## config.mk

```make
export PLATFORM = sky130hd
export DESIGN_NAME = icd_top
export DESIGN_NICKNAME = d
export VERILOG_FILES = /design/src/rtl/icd_pkg.sv /design/src/rtl/icd_side.sv /design/src/rtl/icd_top.sv
export SDC_FILE = /design/constraint.sdc
export NUM_CORES = 1
export LEC_CHECK = 0
export ABC_AREA = 1
export BUFFER_PORTS_ARGS = -buffer_cell sky130_fd_sc_hd__buf_2
export CAP_MARGIN = 20
export CORE_MARGIN = 4
export CORE_UTILIZATION = 25
export DETAILED_ROUTE_END_ITERATION = 10
export GPL_ROUTABILITY_DRIVEN = 0
export SYNTH_ARGS = -nofsm -noshare
export SYNTH_HDL_FRONTEND = slang
export SYNTH_HIERARCHICAL = 1
export SYNTH_SLANG_ARGS = --single-unit
```

## constraint.sdc

```tcl
create_clock -name clk_i -period 1.85 [get_ports clk_i]
set_clock_uncertainty 0.2 [all_clocks]
set_input_delay 0 -clock clk_i [delete_from_list [all_inputs] [get_ports clk_i]]
set_output_delay 0 -clock clk_i [all_outputs]
set_load 0.02 [all_outputs]
```

## src/rtl/icd_pkg.sv

```systemverilog
// constants, register map and carrier types of the intercore doorbell unit
// assumes one system clock and a synchronous active-high unit reset
//
// Summary of operation
// - four independent doorbell channels, each with request, pending and enable bits
// - side B writing one to request bit n sets side A pending bit n
// - side A interrupt n fires while its pending n and enable n are both one
// - side B request n clears itself when side A clears pending n by writing one
// - side B writing zero cannot force side A pending bits low
// - unit reset clears every request bit
// - enable bits 31 to 28 of side B control raise side B interrupt on pending
// - with enable n zero, pending n is ignored and no interrupt n issues
// - unit reset clears every interrupt enable bit
// - pending n clears only on a write of one while set; other writes ignored
// - unit reset clears every pending bit
`default_nettype none
package icd_pkg;

  localparam int unsigned ICD_CHANNELS = 4;

  // byte offsets, one aligned word each
  localparam logic [3:0] ICD_OFS_A_CONTROL = 4'h0;
  localparam logic [3:0] ICD_OFS_A_STATUS  = 4'h4;
  localparam logic [3:0] ICD_OFS_B_CONTROL = 4'h8;
  localparam logic [3:0] ICD_OFS_B_STATUS  = 4'hc;

  // field positions, shared by control and status words
  localparam int unsigned ICD_REQ_LSB = 16;
  localparam int unsigned ICD_ENA_LSB = 28;
  localparam int unsigned ICD_PND_LSB = 28;

  localparam logic [3:0] ICD_RST_BITS = 4'h0;

  typedef logic [ICD_CHANNELS-1:0] icd_bits_t;

  typedef struct packed {
    icd_bits_t request;
    icd_bits_t enable;
    icd_bits_t pending;
  } icd_side_s;

  typedef enum logic [1:0] {
    ICD_IDLE = 2'b00,
    ICD_ACK  = 2'b01
  } icd_bus_e;

endpackage
`default_nettype wire

```

## src/rtl/icd_side.sv

```systemverilog
// one side of the doorbell: enable and request bits, the pending bits it owns
// assumes the parent decodes the bus; strobes are one-cycle pulses
`timescale 1ns/1ps
`default_nettype none
module icd_side
  import icd_pkg::*;
(
  // clock and reset
  input  wire logic      clk_i,
  input  wire logic      rst_i,
  // own control write
  input  wire logic      ctl_we_i,
  input  wire icd_bits_t ctl_req_i,
  input  wire icd_bits_t ctl_ena_i,
  // own status write-one-to-clear
  input  wire logic      sts_we_i,
  input  wire icd_bits_t sts_clr_i,
  // from far side
  input  wire icd_bits_t far_set_i,
  input  wire icd_bits_t far_clr_i,
  // state and interrupt
  output var  icd_side_s state_o,
  output var  icd_bits_t own_clr_o,
  output logic           irq_o
);

  icd_side_s st_reg;
  icd_side_s st_next;
  icd_bits_t clr_now;

  always_comb
  begin
    st_next = st_reg;
    // a clear only counts for a bit that is set
    clr_now = sts_we_i ? (sts_clr_i & st_reg.pending) : ICD_RST_BITS;
    if (ctl_we_i)
    begin
      st_next.enable  = ctl_ena_i;
      // writing zero never drops a request; only the far clear does
      st_next.request = st_reg.request | ctl_req_i;
    end
    st_next.request = st_next.request & ~far_clr_i;
    // a set in the same cycle as a clear wins
    st_next.pending = (st_reg.pending & ~clr_now) | far_set_i;
  end

  always_ff @(posedge clk_i)
  begin
    if (rst_i)
    begin
      st_reg.request <= ICD_RST_BITS;
      st_reg.enable  <= ICD_RST_BITS;
      st_reg.pending <= ICD_RST_BITS;
    end
    else
      st_reg <= st_next;
  end

  assign state_o   = st_reg;
  assign own_clr_o = clr_now;
  assign irq_o     = |(st_reg.pending & st_reg.enable);

  chk_irq_gate: assert property (@(posedge clk_i) disable iff (rst_i)
    (!ctl_we_i && (far_set_i & st_reg.enable) != 0) |=> irq_o) else $error("irq not raised on enabled set");
  chk_clr_one: assert property (@(posedge clk_i) disable iff (rst_i)
    (sts_we_i && (sts_clr_i & st_reg.pending) != 0 && far_set_i == 0)
    |=> (st_reg.pending & $past(sts_clr_i & st_reg.pending)) == 0) else $error("pending not cleared");
  chk_zero_keep: assert property (@(posedge clk_i) disable iff (rst_i)
    (!sts_we_i && !rst_i) |=> (st_reg.pending & $past(st_reg.pending)) == $past(st_reg.pending))
    else $error("pending dropped without clear");

endmodule
`default_nettype wire

```

## src/rtl/icd_top.sv

```systemverilog
// top of the intercore doorbell: classic wishbone slave, two sides, interrupts
// assumes a classic single-cycle wishbone master on the system clock
//
// Decided for this implementation: the Wishbone slave port and the register addresses.
`timescale 1ns/1ps
`default_nettype none
module icd_top
  import icd_pkg::*;
(
  // clock and reset
  input  wire logic        clk_i,
  input  wire logic        rst_i,
  // wishbone slave
  input  wire logic        cyc_i,
  input  wire logic        stb_i,
  input  wire logic        we_i,
  input  wire logic [3:0]  adr_i,
  input  wire logic [3:0]  sel_i,
  input  wire logic [31:0] dat_i,
  output logic [31:0]      dat_o,
  output logic             ack_o,
  // interrupts toward each core
  output logic             irq_a_o,
  output logic             irq_b_o
);

  typedef struct packed {
    icd_bus_e    bus;
    logic [31:0] rdata;
  } icd_top_s;

  icd_top_s  top_reg;
  icd_top_s  top_next;
  icd_side_s st_a;
  icd_side_s st_b;
  icd_bits_t clr_a;
  icd_bits_t clr_b;
  logic      wr;
  logic      we_actl;
  logic      we_asts;
  logic      we_bctl;
  logic      we_bsts;
  logic      hi_lanes;

  function automatic logic [31:0] ctl_word(input icd_side_s s);
    logic [31:0] w;
    w = 32'h0000_0000;
    w[ICD_ENA_LSB +: ICD_CHANNELS] = s.enable;
    w[ICD_REQ_LSB +: ICD_CHANNELS] = s.request;
    return w;
  endfunction

  function automatic logic [31:0] sts_word(input icd_side_s s);
    logic [31:0] w;
    w = 32'h0000_0000;
    w[ICD_PND_LSB +: ICD_CHANNELS] = s.pending;
    return w;
  endfunction

  // write strobe only in the answer-free cycle; fields sit in the top two lanes
  assign wr       = cyc_i && stb_i && we_i && (top_reg.bus == ICD_IDLE);
  assign hi_lanes = sel_i[3] && sel_i[2];
  assign we_actl  = wr && hi_lanes && (adr_i == ICD_OFS_A_CONTROL);
  assign we_asts  = wr && sel_i[3] && (adr_i == ICD_OFS_A_STATUS);
  assign we_bctl  = wr && hi_lanes && (adr_i == ICD_OFS_B_CONTROL);
  assign we_bsts  = wr && sel_i[3] && (adr_i == ICD_OFS_B_STATUS);

  // side A: its requests feed B pending; B's clears release them
  icd_side u_side_a (
    .clk_i     (clk_i),
    .rst_i     (rst_i),
    .ctl_we_i  (we_actl),
    .ctl_req_i (dat_i[ICD_REQ_LSB +: ICD_CHANNELS]),
    .ctl_ena_i (dat_i[ICD_ENA_LSB +: ICD_CHANNELS]),
    .sts_we_i  (we_asts),
    .sts_clr_i (dat_i[ICD_PND_LSB +: ICD_CHANNELS]),
    .far_set_i (we_bctl ? dat_i[ICD_REQ_LSB +: ICD_CHANNELS] : ICD_RST_BITS),
    .far_clr_i (clr_b),
    .state_o   (st_a),
    .own_clr_o (clr_a),
    .irq_o     (irq_a_o)
  );

  icd_side u_side_b (
    .clk_i     (clk_i),
    .rst_i     (rst_i),
    .ctl_we_i  (we_bctl),
    .ctl_req_i (dat_i[ICD_REQ_LSB +: ICD_CHANNELS]),
    .ctl_ena_i (dat_i[ICD_ENA_LSB +: ICD_CHANNELS]),
    .sts_we_i  (we_bsts),
    .sts_clr_i (dat_i[ICD_PND_LSB +: ICD_CHANNELS]),
    .far_set_i (we_actl ? dat_i[ICD_REQ_LSB +: ICD_CHANNELS] : ICD_RST_BITS),
    .far_clr_i (clr_a),
    .state_o   (st_b),
    .own_clr_o (clr_b),
    .irq_o     (irq_b_o)
  );

  always_comb
  begin
    top_next = top_reg;
    case (top_reg.bus)
      ICD_IDLE:
      begin
        if (cyc_i && stb_i)
        begin
          top_next.bus = ICD_ACK;
          case (adr_i)
            ICD_OFS_A_CONTROL: top_next.rdata = ctl_word(st_a);
            ICD_OFS_A_STATUS:  top_next.rdata = sts_word(st_a);
            ICD_OFS_B_CONTROL: top_next.rdata = ctl_word(st_b);
            ICD_OFS_B_STATUS:  top_next.rdata = sts_word(st_b);
            default:           top_next.rdata = 32'h0000_0000;
          endcase
        end
      end
      ICD_ACK:
        top_next.bus = ICD_IDLE;
      default:
        top_next.bus = ICD_IDLE;
    endcase
  end

  always_ff @(posedge clk_i)
  begin
    if (rst_i)
    begin
      top_reg.bus   <= ICD_IDLE;
      top_reg.rdata <= 32'h0000_0000;
    end
    else
      top_reg <= top_next;
  end

  assign ack_o = (top_reg.bus == ICD_ACK);
  assign dat_o = top_reg.rdata;

  chk_req_sets_pnd: assert property (@(posedge clk_i) disable iff (rst_i)
    (we_bctl && dat_i[ICD_REQ_LSB]) |=> st_a.pending[0]) else $error("B request missed A pending");
  chk_req_release: assert property (@(posedge clk_i) disable iff (rst_i)
    (we_asts && dat_i[ICD_PND_LSB] && st_a.pending[0] && !we_bctl) |=> !st_b.request[0])
    else $error("B request not released");
  chk_b_irq: assert property (@(posedge clk_i) disable iff (rst_i)
    (we_actl && (dat_i[ICD_REQ_LSB +: ICD_CHANNELS] & st_b.enable) != 0) |=> irq_b_o)
    else $error("B irq missing");
  chk_no_ena: assert property (@(posedge clk_i) disable iff (rst_i)
    (st_a.enable == 0) |-> !irq_a_o) else $error("A irq without enable");
  chk_reset_clr: assert property (@(posedge clk_i)
    rst_i |=> (st_a == '0 && st_b == '0)) else $error("reset left bits set");
  chk_ack_once: assert property (@(posedge clk_i) disable iff (rst_i)
    ack_o |=> !ack_o) else $error("ack held");

  cov_b_rings: cover property (@(posedge clk_i) disable iff (rst_i) $rose(irq_a_o));
  cov_a_rings: cover property (@(posedge clk_i) disable iff (rst_i) $rose(irq_b_o));
  cov_release: cover property (@(posedge clk_i) disable iff (rst_i) $fell(st_b.request[0]));

endmodule
`default_nettype wire

```

==> metrics <==
unrepaired setup endpoints after global routing=false; Area contributors post-synth=dfxtp_1 (34%), nand2_1 (13%), buf_4 (9.4%), nor2_1 (8.2%), inv_1 (7.4%); r2r endpoint=u_side_a/state_o[4]; I/O Pins=80; CTS H-tree lvls=2; Ant. Diodes=0; Min Hold Slack=0.0480 ns; gr ovfl total=0; top cell type's share of synthesized area=34.3%; CTS tree=done; total core area=~7400 um2; HP Class=in -> reg; CP Launch Point=adr_i[2]; Vias=between 1,500 and 2,000; Clk pwr share=43.9%; Synth area leader=dfxtp_1; slowest stage delay, CP=0.55 ns; WP buf/inv=5; Gate power share=a little over a tenth; number of synthesized register bits=33; vias in the first global route=1,617; status=complete, no violations; die height=95.7 um; first-pass GRT wire length=7460 um; reg2reg path depth=8; Slew @ Worst Pin=0.545 ns; Worst EP required=1.83 ns; Worst Setup EP=u_side_b/state_o[5]; Initial Util=26.1%; leading cell types by count after synthesis=nand2_1 (67), nor2_1 (42), inv_1 (38); leakage=0.00114 uW; Port-buffer cells=29; sw power=369 uW; routed len/inst=around 11 um; GR Util All Layers=10.8%; type of the worst setup path=in -> reg; PwrDens=a little under 700 nW/um2; kind of cell adding the most delay to the critical path=buffers and inverters; Fin Setup TNS=0 ns; DRC Markers=0; CP max-delay cell=dlygate4sd3_1; CP Launch Type=primary input; Critical Path Most Common Cell=nor2_1; CP endpoint kind=flip-flop; reg-to-reg critical path startpoint=top_reg[32]; Num CTS Buffers=5; CTS Sinks=33; initial DRC count=93; Hold Vio Cnt, Final=0; Post-synth EDFFs=0; Max-cap violations=0; syn_area_per_cell=6.59 um2; R2R setup slack=0.18 ns; Rel. slew slack=a little under two thirds; final-stage net count=between 300 and 400; initial antenna violation count=0; number of library cell types mapped by synthesis=22; CP Cell Sequence=dlygate4sd3_1 -> buf_2 -> nor2_4 -> nand4_2 -> inv_1 -> buf_4 -> inv_4 -> nor2_1 -> nor2_1; Final period util=approximately nine tenths; Clk Tree Root Cell=clkbuf_8; largest net degree at the start of global routing=28; layout cells sized above 1=approximately a fifth; Int Pwr=1200 uW; main flop type after synthesis=dfxtp_1; Post-DP HPWL=3630 um; WP depth=9; die footprint=9170 um2; f_max=594 MHz; Seq/Total Area, Yosys=34.3%; final setup fails=0; count leader, synth=nand2_1; Flop pwr share=45.5%; die width=95.7 um; switch share=23.6%; max-slew violation count=0; Pre-antenna DRT Iters=4; Final ANT Viol Nets=0; ys async rst share=0%; worst IR drop on VDD=0.000282 V; CP max FO=9; wirelength, routed=4640 um; DR vias/cell=4.05; Area growth, synth to finish=21.1%; CTS Buffer Depth=2; Mapped Cells=292; setup bufs post-CTS=0; num rows=31; YS warnings=6; Post-Syn Area=1920 um2; Worst Path Arrival=1.66 ns; Skew-Pair Late Insertion Delay=0.28 ns; Period minus WS final=~1.7 ns; clk slew on worst S/H paths=0.07 ns
-- power by group through the flow --
stage          clock (uW)  combinational, uW  sequential [uW]
6_report              688                165              713
4_1_cts               715                164              713
3_3_place_gp            0                145              729
3_5_place_dp            0                145              729
5_1_grt               753                183              713
2_1_floorplan           0                135              730
-- metal layers --
layer / global-route usage (%) / vias to the layer above / part of all wire (%)
li1: - / 941 / -
met1: 14.0 / 772 / 46
met2: 17.3 / 67 / 45
met3: 3.52 / 2 / 8.0
met4: 2.73 / 0 / 0.43
met5: 0 / - / 0
-- placed cells by master, fill, tap and decap left out, types with 11 or more instances in the layout --
cell,instances
dfxtp_1,33
nand3_1,23
inv_1,38
o21ai_1,12
conb_1,24
a21oi_1,16
dlygate4sd3_1,11
buf_2,29
nand2_1,67
nor2_1,41
-- worst min-delay path: cells and delay by family --
family,cells,cell delay [ns]
buf+inv,2,0.16
compound gates,1,0.05
simple gates,3,0.27
-- per-stage QoR --
step	util (%)	instances	worst slack, ns	area, um2	power [uW]
3_3_place_gp	28.4	421	0.223	2100	874
3_5_place_dp	28.4	421	0.204	2100	875
5_1_grt	31.6	440	0.0649	2330	1650
4_1_cts	31.5	440	0.149	2320	1590
6_report	31.6	440	0.168	2330	1570
2_1_floorplan	-	315	0.152	2010	866
-- cell type report --
class	count	area, um2
fill	843	5040
multi-input combinational	204	922
sequential	33	661
timing repair buffer	49	323
inverter	47	184
tap	99	124
clock buffer	7	86.3
clock inverter	1	30.0
-- cell families (layout without fill, tap and decap cells) --
kind of cell	count (synthesis)	after routing	synth area share (%)
buffers and inverters	78	104	22.6
other	1	24	0.195
AND/OR/NAND/NOR	152	152	35.6
flip-flops	33	33	34.3
AO/OA/AOI/OAI	28	28	7.28
-- how the worst min path moves through the flow --
stage,endpoint,depth (start not counted),startpoint
CTS,u_side_a/state_o[1],6,adr_i[0]
finish,u_side_a/state_o[0],6,adr_i[1]
global placement,u_side_b/state_o[4],3,dat_i[28]
global route,u_side_a/state_o[2],6,adr_i[0]
floorplan,u_side_a/state_o[6],2,dat_i[30]
detailed placement,u_side_a/state_o[4],3,dat_i[28]
-- timing repair --
item,4_1_cts,5_1_grt
setup endpoints to repair,0,4
hold buffers,11,0
hold endpoints to repair,26,0
resized for setup,0,2
No activity file was read; power rests on OpenSTA's default activity.
